[src/pkg/gpm_params.svh]
`ifndef GPM_PARAMS_SVH
`define GPM_PARAMS_SVH

// ----------------------------------------
// Register indexes, groups in the word index high nibble; byte address is four times the word index
// ----------------------------------------
`define GPM_IDX_OUT 4'h0
`define GPM_IDX_IN 4'h1
`define GPM_IDX_DIR 4'h2
`define GPM_IDX_FUNC 4'h3
`define GPM_IDX_CAUSE 8'h40

// ----------------------------------------
// Reset values and field positions
// ----------------------------------------
`define GPM_RST_OUT 8'h00
`define GPM_RST_DIR 8'h00
`define GPM_RST_FUNC 8'h00
`define GPM_RST_FUNC_ALL 8'hFF
`define GPM_RST_FUNC2 8'h7F
`define GPM_RST_CAUSE 2'h1
`define GPM_CAUSE_EXT 0
`define GPM_CAUSE_WDT 1

// ----------------------------------------
// Bus answers
// ----------------------------------------
`define GPM_RESP_OKAY 2'h0
`define GPM_RESP_SLVERR 2'h2

`endif

[src/pkg/gpm_pkg.sv]
package gpm_pkg;

  // Register groups reached over the bus
  typedef enum {
    GPM_K_OUT,
    GPM_K_IN,
    GPM_K_DIR,
    GPM_K_FUNC,
    GPM_K_CAUSE,
    GPM_K_NONE
  } gpm_kind_t;

endpackage

[src/core/gpm_pin_cell.sv]
`timescale 1ns/1ns
`default_nettype none
module gpm_pin_cell #(
  parameter int W = 8
) (
  // Clock and reset
  input wire logic aclk,
  input wire logic aresetn,
  // Port control from the registers
  input wire logic [W-1:0] func_sel,
  input wire logic [W-1:0] dir,
  input wire logic [W-1:0] out_data,
  // Secondary function owner
  input wire logic [W-1:0] alt_out,
  input wire logic [W-1:0] alt_oe,
  // Pad side
  input wire logic [W-1:0] pin_in,
  output logic [W-1:0] pin_out,
  output logic [W-1:0] pin_oe,
  output logic [W-1:0] readback
);

  logic [W-1:0] oe_next;
  logic [W-1:0] out_next;

  // ----------------------------------------
  // Pin steering
  // ----------------------------------------
  // Peripheral owns the pin when selected, else the port registers
  assign oe_next = (func_sel & alt_oe) | (~func_sel & dir);
  assign out_next = (func_sel & alt_out) | (~func_sel & out_data);

  // Registered pad drive keeps glitches off the pins
  always_ff @(posedge aclk) begin
    if (!aresetn) begin
      pin_oe <= '0;
      pin_out <= '0;
    end else begin
      pin_oe <= oe_next;
      pin_out <= out_next;
    end
  end

  // Driven level for outputs, pad level for inputs
  assign readback = (pin_oe & pin_out) | (~pin_oe & pin_in);

endmodule
`default_nettype wire

[src/core/gpm_port_mux.sv]
// Local design decisions: the AXI4-Lite register port and the register addresses.
`timescale 1ns/1ns
`default_nettype none
`include "gpm_params.svh"
module gpm_port_mux
  import gpm_pkg::*;
#(
  parameter int NPORT = 9,
  parameter int PORT_W = 8,
  parameter int AW = 12
) (
  // Clock and external reset
  input wire logic aclk,
  input wire logic aresetn,
  // Reset cause and strap pins
  input wire logic watchdog_overflow_reset,
  input wire logic address_bus_strap_pin_n,
  input wire logic data_width_strap_pin,
  input wire logic debug_strap_pin,
  // AXI4-Lite write channels
  input wire logic [AW-1:0] s_axi_awaddr,
  input wire logic s_axi_awvalid,
  output logic s_axi_awready,
  input wire logic [31:0] s_axi_wdata,
  input wire logic [3:0] s_axi_wstrb,
  input wire logic s_axi_wvalid,
  output logic s_axi_wready,
  output logic [1:0] s_axi_bresp,
  output logic s_axi_bvalid,
  input wire logic s_axi_bready,
  // AXI4-Lite read channels
  input wire logic [AW-1:0] s_axi_araddr,
  input wire logic s_axi_arvalid,
  output logic s_axi_arready,
  output logic [31:0] s_axi_rdata,
  output logic [1:0] s_axi_rresp,
  output logic s_axi_rvalid,
  input wire logic s_axi_rready,
  // Pads, port p bit b at index 8p+b
  input wire logic [NPORT*PORT_W-1:0] pin_in,
  output logic [NPORT*PORT_W-1:0] pin_out,
  output logic [NPORT*PORT_W-1:0] pin_oe,
  // Secondary function owners
  input wire logic [NPORT*PORT_W-1:0] alt_out,
  input wire logic [NPORT*PORT_W-1:0] alt_oe,
  output logic [NPORT*PORT_W-1:0] alt_in
);

  localparam int NB = NPORT * PORT_W;

  // ----------------------------------------
  // Address decode
  // ----------------------------------------
  // Word index high nibble picks the group, low nibble the port
  function automatic gpm_kind_t dec_kind(input logic [AW-1:0] a);
    gpm_kind_t k;
    k = GPM_K_NONE;
    if (a[1:0] == 2'h0 && a[AW-1:10] == '0) begin
      if (a[9:2] == `GPM_IDX_CAUSE)
        k = GPM_K_CAUSE;
      else if (32'(a[5:2]) < NPORT) begin
        case (a[9:6])
          `GPM_IDX_OUT: k = GPM_K_OUT;
          `GPM_IDX_IN: k = GPM_K_IN;
          `GPM_IDX_DIR: k = GPM_K_DIR;
          `GPM_IDX_FUNC: k = GPM_K_FUNC;
          default: k = GPM_K_NONE;
        endcase
      end
    end
    return k;
  endfunction

  // Ports six and eight have no writable selection
  function automatic logic func_writable(input logic [3:0] p);
    return (p != 4'h6) && (p != 4'h8);
  endfunction

  // ----------------------------------------
  // Registers
  // ----------------------------------------
  logic [NPORT-1:0][PORT_W-1:0] odat_reg, odat_next;
  logic [NPORT-1:0][PORT_W-1:0] dir_reg, dir_next;
  logic [NPORT-1:0][PORT_W-1:0] fsel_reg, fsel_next, fsel_rst;
  logic [NPORT-1:0][PORT_W-1:0] pi_val;
  logic [1:0] cause_reg, cause_next;
  logic [NB-1:0] alt_in_reg;

  // Bus engine state
  logic awready_reg, awready_next;
  logic wready_reg, wready_next;
  logic bvalid_reg, bvalid_next;
  logic [1:0] bresp_reg, bresp_next;
  logic [AW-1:0] awaddr_reg;
  logic [31:0] wdata_reg;
  logic wstrb0_reg;
  logic arready_reg, arready_next;
  logic rvalid_reg, rvalid_next;
  logic [31:0] rdata_reg, rdata_next;
  logic [1:0] rresp_reg, rresp_next;

  // ----------------------------------------
  // Write channel handshakes
  // ----------------------------------------
  logic aw_fire, w_fire, b_fire, aw_have, w_have, wr_en, wr_lane;
  logic [AW-1:0] wr_addr;
  logic [31:0] wr_data;
  logic [7:0] wr_byte;
  logic [3:0] wr_port;
  gpm_kind_t wr_kind;

  // Address and data may land in either order
  assign aw_fire = s_axi_awvalid & awready_reg;
  assign w_fire = s_axi_wvalid & wready_reg;
  assign b_fire = bvalid_reg & s_axi_bready;
  assign aw_have = aw_fire | (~awready_reg & ~bvalid_reg);
  assign w_have = w_fire | (~wready_reg & ~bvalid_reg);
  assign wr_en = aw_have & w_have & ~bvalid_reg;
  assign wr_addr = aw_fire ? s_axi_awaddr : awaddr_reg;
  assign wr_data = w_fire ? s_axi_wdata : wdata_reg;
  assign wr_lane = wr_en & (w_fire ? s_axi_wstrb[0] : wstrb0_reg);
  assign wr_byte = wr_data[7:0];
  assign wr_port = wr_addr[5:2];
  assign wr_kind = dec_kind(wr_addr);

  // Ready drops once taken and returns after the response
  assign awready_next = aw_fire ? 1'b0 : (b_fire ? 1'b1 : awready_reg);
  assign wready_next = w_fire ? 1'b0 : (b_fire ? 1'b1 : wready_reg);
  assign bvalid_next = wr_en ? 1'b1 : (b_fire ? 1'b0 : bvalid_reg);
  assign bresp_next = !wr_en ? bresp_reg :
    (wr_kind == GPM_K_NONE) ? `GPM_RESP_SLVERR : `GPM_RESP_OKAY;

  // ----------------------------------------
  // Register next values and strap reset values
  // ----------------------------------------
  genvar p;
  generate
    for (p = 0; p < NPORT; p++) begin : g_port
      logic hit;
      assign hit = wr_lane && (wr_port == 4'(p));
      assign odat_next[p] = (hit && wr_kind == GPM_K_OUT) ? wr_byte
                                                           : odat_reg[p];
      assign dir_next[p] = (hit && wr_kind == GPM_K_DIR) ? wr_byte
                                                          : dir_reg[p];
      // Only software rewrites a selection, a watchdog reset does not
      assign fsel_next[p] = (hit && wr_kind == GPM_K_FUNC &&
                             func_writable(4'(p))) ? wr_byte
                                                   : fsel_reg[p];
      // Per-port pin cell, every bit steered on its own
      gpm_pin_cell #(.W(PORT_W)) u_cell (
        .aclk(aclk),
        .aresetn(aresetn),
        .func_sel(fsel_reg[p]),
        .dir(dir_reg[p]),
        .out_data(odat_reg[p]),
        .alt_out(alt_out[p*PORT_W +: PORT_W]),
        .alt_oe(alt_oe[p*PORT_W +: PORT_W]),
        .pin_in(pin_in[p*PORT_W +: PORT_W]),
        .pin_out(pin_out[p*PORT_W +: PORT_W]),
        .pin_oe(pin_oe[p*PORT_W +: PORT_W]),
        .readback(pi_val[p])
      );
      // Selection loaded at external reset
      if (p == 0) begin : g_rst0
        assign fsel_rst[p] = address_bus_strap_pin_n ? `GPM_RST_FUNC
                                                    : `GPM_RST_FUNC_ALL;
      end else if (p == 1) begin : g_rst1
        assign fsel_rst[p] = data_width_strap_pin ? `GPM_RST_FUNC_ALL
                                                 : `GPM_RST_FUNC;
      end else if (p == 2) begin : g_rst2
        assign fsel_rst[p] = `GPM_RST_FUNC2;
      end else if (p == 8) begin : g_rst8
        assign fsel_rst[p] = debug_strap_pin ? `GPM_RST_FUNC_ALL
                                            : `GPM_RST_FUNC;
      end else begin : g_rstn
        assign fsel_rst[p] = `GPM_RST_FUNC;
      end
    end
  endgenerate

  // Watchdog cause is sticky; its set wins over a clear
  assign cause_next = (cause_reg & ~((wr_lane && wr_kind == GPM_K_CAUSE)
                        ? wr_byte[1:0] : 2'h0))
                      | {watchdog_overflow_reset, 1'b0};

  // ----------------------------------------
  // Read channel
  // ----------------------------------------
  logic ar_fire, r_fire;
  logic [3:0] rd_port;
  logic [7:0] rd_byte;
  gpm_kind_t rd_kind;

  assign ar_fire = s_axi_arvalid & arready_reg;
  assign r_fire = rvalid_reg & s_axi_rready;
  assign rd_kind = dec_kind(s_axi_araddr);
  assign rd_port = s_axi_araddr[5:2];
  // Input group returns pin or driven level per bit
  assign rd_byte =
    (rd_kind == GPM_K_OUT) ? odat_reg[rd_port] :
    (rd_kind == GPM_K_IN) ? pi_val[rd_port] :
    (rd_kind == GPM_K_DIR) ? dir_reg[rd_port] :
    (rd_kind == GPM_K_FUNC) ? fsel_reg[rd_port] :
    (rd_kind == GPM_K_CAUSE) ? {6'h00, cause_reg} : 8'h00;
  assign arready_next = ar_fire ? 1'b0 : (r_fire ? 1'b1 : arready_reg);
  assign rvalid_next = ar_fire ? 1'b1 : (r_fire ? 1'b0 : rvalid_reg);
  assign rdata_next = ar_fire ? {24'h000000, rd_byte} : rdata_reg;
  assign rresp_next = !ar_fire ? rresp_reg :
    (rd_kind == GPM_K_NONE) ? `GPM_RESP_SLVERR : `GPM_RESP_OKAY;

  // ----------------------------------------
  // Port and cause registers
  // ----------------------------------------
  // Straps are caught while external reset is held
  always_ff @(posedge aclk) begin
    if (!aresetn) begin
      odat_reg <= {NPORT{`GPM_RST_OUT}};
      dir_reg <= {NPORT{`GPM_RST_DIR}};
      fsel_reg <= fsel_rst;
      cause_reg <= `GPM_RST_CAUSE;
    end else begin
      odat_reg <= odat_next;
      dir_reg <= dir_next;
      fsel_reg <= fsel_next;
      cause_reg <= cause_next;
    end
  end

  // Pad levels handed on to peripherals, one stage of delay
  always_ff @(posedge aclk) begin
    if (!aresetn)
      alt_in_reg <= '0;
    else
      alt_in_reg <= pin_in;
  end

  // ----------------------------------------
  // Bus engine registers
  // ----------------------------------------
  always_ff @(posedge aclk) begin
    if (!aresetn) begin
      awready_reg <= 1'b1;
      wready_reg <= 1'b1;
      bvalid_reg <= 1'b0;
      bresp_reg <= `GPM_RESP_OKAY;
      arready_reg <= 1'b1;
      rvalid_reg <= 1'b0;
      rdata_reg <= 32'h00000000;
      rresp_reg <= `GPM_RESP_OKAY;
    end else begin
      awready_reg <= awready_next;
      wready_reg <= wready_next;
      bvalid_reg <= bvalid_next;
      bresp_reg <= bresp_next;
      arready_reg <= arready_next;
      rvalid_reg <= rvalid_next;
      rdata_reg <= rdata_next;
      rresp_reg <= rresp_next;
    end
  end

  // Payload holders need no reset, they are read only when held
  always_ff @(posedge aclk) begin
    if (aw_fire)
      awaddr_reg <= s_axi_awaddr;
    if (w_fire) begin
      wdata_reg <= s_axi_wdata;
      wstrb0_reg <= s_axi_wstrb[0];
    end
  end

  assign s_axi_awready = awready_reg;
  assign s_axi_wready = wready_reg;
  assign s_axi_bvalid = bvalid_reg;
  assign s_axi_bresp = bresp_reg;
  assign s_axi_arready = arready_reg;
  assign s_axi_rvalid = rvalid_reg;
  assign s_axi_rdata = rdata_reg;
  assign s_axi_rresp = rresp_reg;
  assign alt_in = alt_in_reg;

  // ----------------------------------------
  // Checks
  // ----------------------------------------
  chk_input_no_drive: assert property (
    @(posedge aclk) disable iff (!aresetn)
    aresetn |=> ((pin_oe & ~$past(fsel_reg) & ~$past(dir_reg)) == '0))
    else $error("port input pin is driven");

  chk_alt_owns_dir: assert property (
    @(posedge aclk) disable iff (!aresetn)
    aresetn |=> (((pin_oe ^ $past(alt_oe)) & $past(fsel_reg)) == '0))
    else $error("secondary pin ignores peripheral enable");

  chk_dir_sets_out: assert property (
    @(posedge aclk) disable iff (!aresetn)
    aresetn |=> (((pin_oe ^ $past(dir_reg)) & ~$past(fsel_reg)) == '0))
    else $error("port direction not applied");

  chk_out_level: assert property (
    @(posedge aclk) disable iff (!aresetn)
    aresetn |=> ((pin_oe & ~$past(fsel_reg) &
                  (pin_out ^ $past(odat_reg))) == '0))
    else $error("port output level wrong");

  chk_plain_inputs: assert property (
    @(posedge aclk) !aresetn |=> (fsel_reg[7:3] == '0 && !fsel_reg[2][7]))
    else $error("plain ports not plain after reset");

  chk_mem_strobes: assert property (
    @(posedge aclk) !aresetn |=> (fsel_reg[2][6:0] == 7'h7F))
    else $error("memory strobes not selected after reset");

  chk_addr_strap: assert property (
    @(posedge aclk) !aresetn |=>
      (fsel_reg[0] == {8{!$past(address_bus_strap_pin_n)}}))
    else $error("address strap not applied");

  chk_width_strap: assert property (
    @(posedge aclk) !aresetn |=>
      (fsel_reg[1] == {8{$past(data_width_strap_pin)}}))
    else $error("data width strap not applied");

  chk_debug_strap: assert property (
    @(posedge aclk) !aresetn |=>
      (fsel_reg[8] == {8{$past(debug_strap_pin)}}))
    else $error("debug strap not applied");

  chk_wdt_keeps_func: assert property (
    @(posedge aclk) disable iff (!aresetn)
    (watchdog_overflow_reset && !wr_lane) |=> $stable(fsel_reg))
    else $error("watchdog reset changed pin functions");

  chk_dir_cleared: assert property (
    @(posedge aclk) !aresetn |=> (dir_reg == '0 && pin_oe == '0))
    else $error("direction not cleared by reset");

endmodule
`default_nettype wire

[config.mk]
export PLATFORM = sky130hd
export DESIGN_NAME = gpm_port_mux
export DESIGN_NICKNAME = d
export VERILOG_FILES = /design/src/pkg/gpm_pkg.sv /design/src/core/gpm_pin_cell.sv /design/src/core/gpm_port_mux.sv
export VERILOG_INCLUDE_DIRS = /design/src /design/src/pkg
export SDC_FILE = /design/constraint.sdc
export NUM_CORES = 1
export LEC_CHECK = 0
export BUFFER_PORTS_ARGS = -buffer_cell sky130_fd_sc_hd__buf_2
export CORE_AREA = 2 2 212 214
export DETAILED_ROUTE_END_ITERATION = 8
export DIE_AREA = 0 0 214 216
export PLACE_DENSITY = 0.68
export SYNTH_ARGS = -nofsm -noshare
export SYNTH_HDL_FRONTEND = slang
export SYNTH_SLANG_ARGS = --single-unit
export TNS_END_PERCENT = 10
[constraint.sdc]
create_clock -name aclk -period 3.5 [get_ports aclk]
set_clock_uncertainty 0.05 [all_clocks]
set_input_delay 0.35 -clock aclk [delete_from_list [all_inputs] [get_ports aclk]]
set_output_delay 0.35 -clock aclk [all_outputs]
set_load 0.02 [all_outputs]
-- After elaboration in Yosys (flattened, before gate mapping)
Cells that the tools add are included.
- equality and inequality tests: 27
- mux-type cells: 42
- magnitude comparators: 3
- reduce and logical (&&, ||, !) cells: 50
- bitwise gates (word level): 110
- operators with widths (kind ; count):
    $and A8 B8 Y8 ; 50
    $or A8 B8 Y8 ; 25
    $not A8 Y8 ; 17
    $bmux W8 S4 ; 4
    $eq A32 B3 Y1 const B ; 4
    $eq A32 B4 Y1 const B ; 4
    $mux W8 ; 14
    $mux W32 ; 3
    $logic_not A32 Y1 ; 2
    $logic_and A1 B1 Y1 ; 37
    $eq A32 B2 Y1 const B ; 1
    $eq A4 B2 Y1 const B ; 6
    $pmux W3 S4 ; 2
    $eq A4 B3 Y1 const B ; 4
    $eq A8 B7 Y1 const B ; 2
    $mux W16 ; 1
    $eq A4 B1 Y1 const B ; 3
    $logic_not A4 Y1 ; 3
    $mux W12 ; 1
    $and A1 B1 Y1 ; 10
    $mux W1 ; 10
    $mux W3 ; 3
    $logic_not A2 Y1 ; 4
    $lt A4 B4 Y1 const B ; 2
    other kinds (10) ; 20
- word-level logic and storage cells: 289
- output and inout port bits: 257
- register bits after elaboration: 464
- input bits: 287

-- Depth between registers and ports, before layout
- depth after elaboration: 13
- gate-level depth with buffers: 10
- depth with buffers taken out: 6

-- Modules after synthesis
From an unflattened synthesis, not the netlist that was laid out.
- cell total of the unflattened synthesis: 1818
- area total of the unflattened synthesis: 19402.4 µm²
- modules (own cells, without submodules) (module ; cells an instance ; area each (µm²) ; sequential area each (µm²) ; instances):
    gpm_port_mux ; 1305 ; 13265.2 ; 6396.1 ; 1
    gpm_pin_cell ; 57 ; 681.9 ; 320.3 ; 9

-- Worst setup path before layout
Ideal clock, no wire load.
- path kind: reg2reg
- start point: register awready_reg, in the netlist s_axi_awready
- end point: register fsel_reg[10] (netlist name) (enable)
- library setup time: 0.398 ns
- path slack: 0.456 ns
- buffers on the path: 2
- arrival time: 2.596 ns
- cell stages (with the launch flop): 7
- period minus slack after synthesis: 3.044 ns
- path through: dfxtp_1 -> buf_6 -> nand2_4 -> mux2i_1 -> clkbuf_1 -> or3b_2 -> o41ai_1
- cells in the longest elaborated chain, start to end: 10
- ends and longest elaborated chain (element ; line ; source):
    start: declaration ; gpm_port_mux.sv:90 ; logic awready_reg, awready_next;
    start signal: assignment ; gpm_port_mux.sv:251 ; awready_reg <= awready_next;
    $and A1 B1 Y1 ; gpm_port_mux.sv:113 ; assign aw_fire = s_axi_awvalid & awready_reg;
    $mux W12 ; n/a ;
    $eq A4 B2 Y1, or another cell as far along ; gpm_port_mux.sv:62 ; case (a[9:6])
    $pmux W3 S4 ; gpm_port_mux.sv:62 ;
    $mux W32 ; gpm_port_mux.sv:61 ; else if (32'(a[5:2]) < NPORT) begin
    $mux W32 ; gpm_port_mux.sv:59 ; if (a[9:2] == `GPM_IDX_CAUSE)
    $mux W32 ; gpm_port_mux.sv:58 ; if (a[1:0] == 2'h0 && a[AW-1:10] == '0) begin
    $eq A32 B3 Y1 ; n/a ;
    $logic_and A1 B1 Y1 (*) ; gpm_port_mux.sv:146 ; assign fsel_next[p] = (hit && wr_kind == GPM_K_FUNC &&
    $ne A2 B1 Y1 (no source line) (*) ; n/a ;
    end signal: assignment ; gpm_port_mux.sv:219 ; fsel_reg <= fsel_rst;
    end signal: assignment ; gpm_port_mux.sv:224 ; fsel_reg <= fsel_next;
    end: declaration ; gpm_port_mux.sv:84 ; logic [NPORT-1:0][PORT_W-1:0] fsel_reg, fsel_next, fsel_rst;
Mark *: on every way between the ends. The rest lies on a longest branch, timed or not.
A chain may end at the register's enable or synchronous reset.

-- Worst setup path after layout
- start point: register awready_reg, in the netlist s_axi_awready
- end point: register fsel_reg[21] (netlist name)
- cells in the longest elaborated chain, start to end: 9
- ends and longest elaborated chain (element ; line):
    $and A1 B1 Y1 ; gpm_port_mux.sv:113
    $mux W12 ; n/a
    $eq A4 B2 Y1, or another cell as far along ; gpm_port_mux.sv:62
    $pmux W3 S4 ; gpm_port_mux.sv:62
    $mux W32 ; gpm_port_mux.sv:61
    $mux W32 ; gpm_port_mux.sv:59
    $mux W32 ; gpm_port_mux.sv:58
    $eq A32 B3 Y1 ; n/a
    $logic_and A1 B1 Y1 (*) ; gpm_port_mux.sv:146
Marked as above.

==> out/metrics.cfg <==
[place]
numPlacedInstances=2799
dpl_worst_slack_ns=0.341
dp_hpwl_microns=51600
placed_area_sq_um=21800
gp_congestion=0.958
port_buffers=474

[synth]
netlist_top_cells_count=sky130_fd_sc_hd__dfxtp_1, sky130_fd_sc_hd__mux2i_1, sky130_fd_sc_hd__nor2_1
number_of_enable_type_register_cells_in_the_synthesized_netlist=17
synth-async-reset-ratio_pct=0
syn_inst=1840
sequential_element_share_of_the_synthesized_area_pct=48.9
syn_area_sq_um=19000
post-synth-top-area-cell=sky130_fd_sc_hd__dfxtp_1
synth_ff_type=sky130_fd_sc_hd__dfxtp_1
synth.ff_latch_count=455
synth_cell_types=72
synth_top_area_share_pct=46.2
yosysMostFrequentCell=sky130_fd_sc_hd__dfxtp_1
ys_top_cells_by_area=sky130_fd_sc_hd__dfxtp_1, sky130_fd_sc_hd__mux2i_1, sky130_fd_sc_hd__mux4_2
synth.yosys.warnings=0
synthesis.area_per_instance_sq_um=10.3

[route]
route.final.wire_length_microns=72600
antenna_violating_nets_post_route=0
drt-vias-per-instance=5.61
vias=17400
drt-initial-drc-count=1695
dr.pass1.iters=6
wire_per_inst_microns=23.5
drt_drc_violations_left=0

[setup_path]
crit_chain=buf_4 -> and4bb_2 -> o211a_1 -> o2111a_1 -> nor2b_1 -> mux2i_1 -> nand2_1
worst_ep_arrival_time_ns=3.57
timing_worst_setup_path_type=flip-flop to flip-flop
worstPathMaxFanout=12
critPathSlowestCell=sky130_fd_sc_hd__nor2b_1
crit_path_end_kind=flip-flop
path_buf_inv=1
cp_data_required_time_ns=3.92
critical-path-top-delay-family=simple AND/OR/NAND/NOR gates
worstSetupStartpointType=flip-flop
cpPeakStageDelay_ns=1.01

[floorplan]
initial_utilization_pct=43.3
placement_rows=77
die_w_microns=214
die_height_microns=216
core_region_area_sq_um=43800
boundaryPins=544
die_area_sq_um=46200

[grt]
antenna_found_initial=12
first_global_vias=17000
grt_pass1_wl_microns=107000
pin_count_of_the_biggest_net_entering_global_routing=168
globalRouteOverflowTotal=0
groute.usage.overall_pct=30.4

[min_path]
worst_hold_path_type=input port to flip-flop

[sta]
rsz0062_at_grt=false
timing.hold.ws_ns=0.0256
worst_slew_pin_slew_ns=1.28
final_period_minus_worst_setup_slack_ns=3.15
achievable-frequency_ghz=0.317
timing.final.setup_violations=0
hold_viol_final=0
timing.setup.tns_ns=0
max-slew-margin-rel_pct=14.3
fin_crit_sh_pct=90.0
final_max_slew_viol_count=0
final.setup.worst_slack_ns=0.349

[layout]
layoutNonFillerInstCount=3093
net_total_in_the_final_layout=2746
nFillCells=3598
layout.cell_area.non_filler_sq_um=25400
layout-area-overhead-vs-synth_pct=33.8
drive_above_1_share_pct=27.4
multi_input_logic_area_sq_um=8950
layout.area.seq_sq_um=9280

[run_status]
run_status=finished clean

[power_and_ir_drop]
p_per_area_nw_per_um2=476
power.leakage_uw=0.0106
irDropWorstVdd_v=0.000317

[clock_tree]
cts-root-buf=sky130_fd_sc_hd__clkbuf_16
inserted_clock_buffers=49
cts.repair.resized=0
worstSkewPairLatency_ns=0.60
clock_tree_from_tritoncts=built
cts_sinks=455
htreeDepth=2
ctsLongestPathBuffers=3
cts.reportedPaths.clkPinSlew_ns=0.06

[flow_run]
drv.max_cap_violation_count=0

metal layers:
metal  GRT usage (%)  share of wire (%)  up-vias
met5               0              0.085        -
met4            13.5                4.3       10
met3            7.63                8.9      188
met2            50.2                 48      946
met1            37.5                 39     8337
li1                -                  -     7872
layout make-up:
cell class,count,share of cell area [%]
clock inverters,14,0.690
repair buffers,715,18.7
diodes,5,0.0493
well taps,592,2.92
multi-input cells,1220,35.3
inverters,18,0.296
clock buffers,74,5.52
flip-flops and latches,455,36.5
cell families (layout without fill, tap and decap cells):
logic type             count (synthesis)  after routing  synth area share (%)
other                                  1             31                0.0198
muxes                                312            312                  19.7
AOI/OAI and AO/OA                    379            379                  13.9
DFF                                  455            455                  48.9
buffers and inverters                190            821                  4.78
and+or+nand+nor                      503            503                  12.7
final timing paths:
| path | slack [ns] | from | end | cells after the start |
|---|---|---|---|---|
| worst max-delay path | 0.35 | s_axi_awready | fsel_reg[21] | 7 |
| worst min-delay path | 0.03 | s_axi_awaddr[9] | awaddr_reg[9] | 2 |
| worst max register to register | 0.35 | s_axi_awready | fsel_reg[21] | 7 |
| worst min register to register | 0.40 | awaddr_reg[1] | awaddr_reg[1] | 2 |
power by group:
group / total, uW / internal (uW) / switching [uW]
clock network: 5140 / 2990 / 2150
registers: 5470 / 5370 / 103
logic: 1490 / 591 / 895
total: 12100 / 8950 / 3150
cells in the final DEF (no fill, tap or decap), drive strengths merged, types with 7 or more instances in the layout:
master / synthesis / final
nor2: 235 / 235
a22oi: 7 / 7
a21oi: 114 / 114
a311oi: 80 / 80
nor3: 10 / 10
nand2b: 10 / 10
o22ai: 13 / 13
o21ai: 49 / 49
dlygate4sd3: 0 / 201
conb: 1 / 26
mux4: 48 / 48
inv: 17 / 19
dfxtp: 438 / 438
and2: 94 / 94
buf: 80 / 514
o211ai: 8 / 8
clkinv: 1 / 9
nand2: 95 / 95
mux2: 13 / 13
nor4: 7 / 7
edfxtp: 17 / 17
nand3: 8 / 8
a211oi: 60 / 60
clkbuf: 92 / 74
mux2i: 251 / 251
per-stage QoR:
stage	utilization (%)	total power [uW]
after floorplan	-	6300
after global placement	49.7	6820
after detailed placement	49.7	6840
after CTS	57.9	12100
after global routing	57.9	12400
final	57.9	12100
repair_timing:
action	4_1_cts	5_1_grt
hold buffers	201	0
setup buffers	0	0
endpoints found under the hold margin	202	0
setup endpoints to repair	0	0
(Power assumes the default switching activity.)
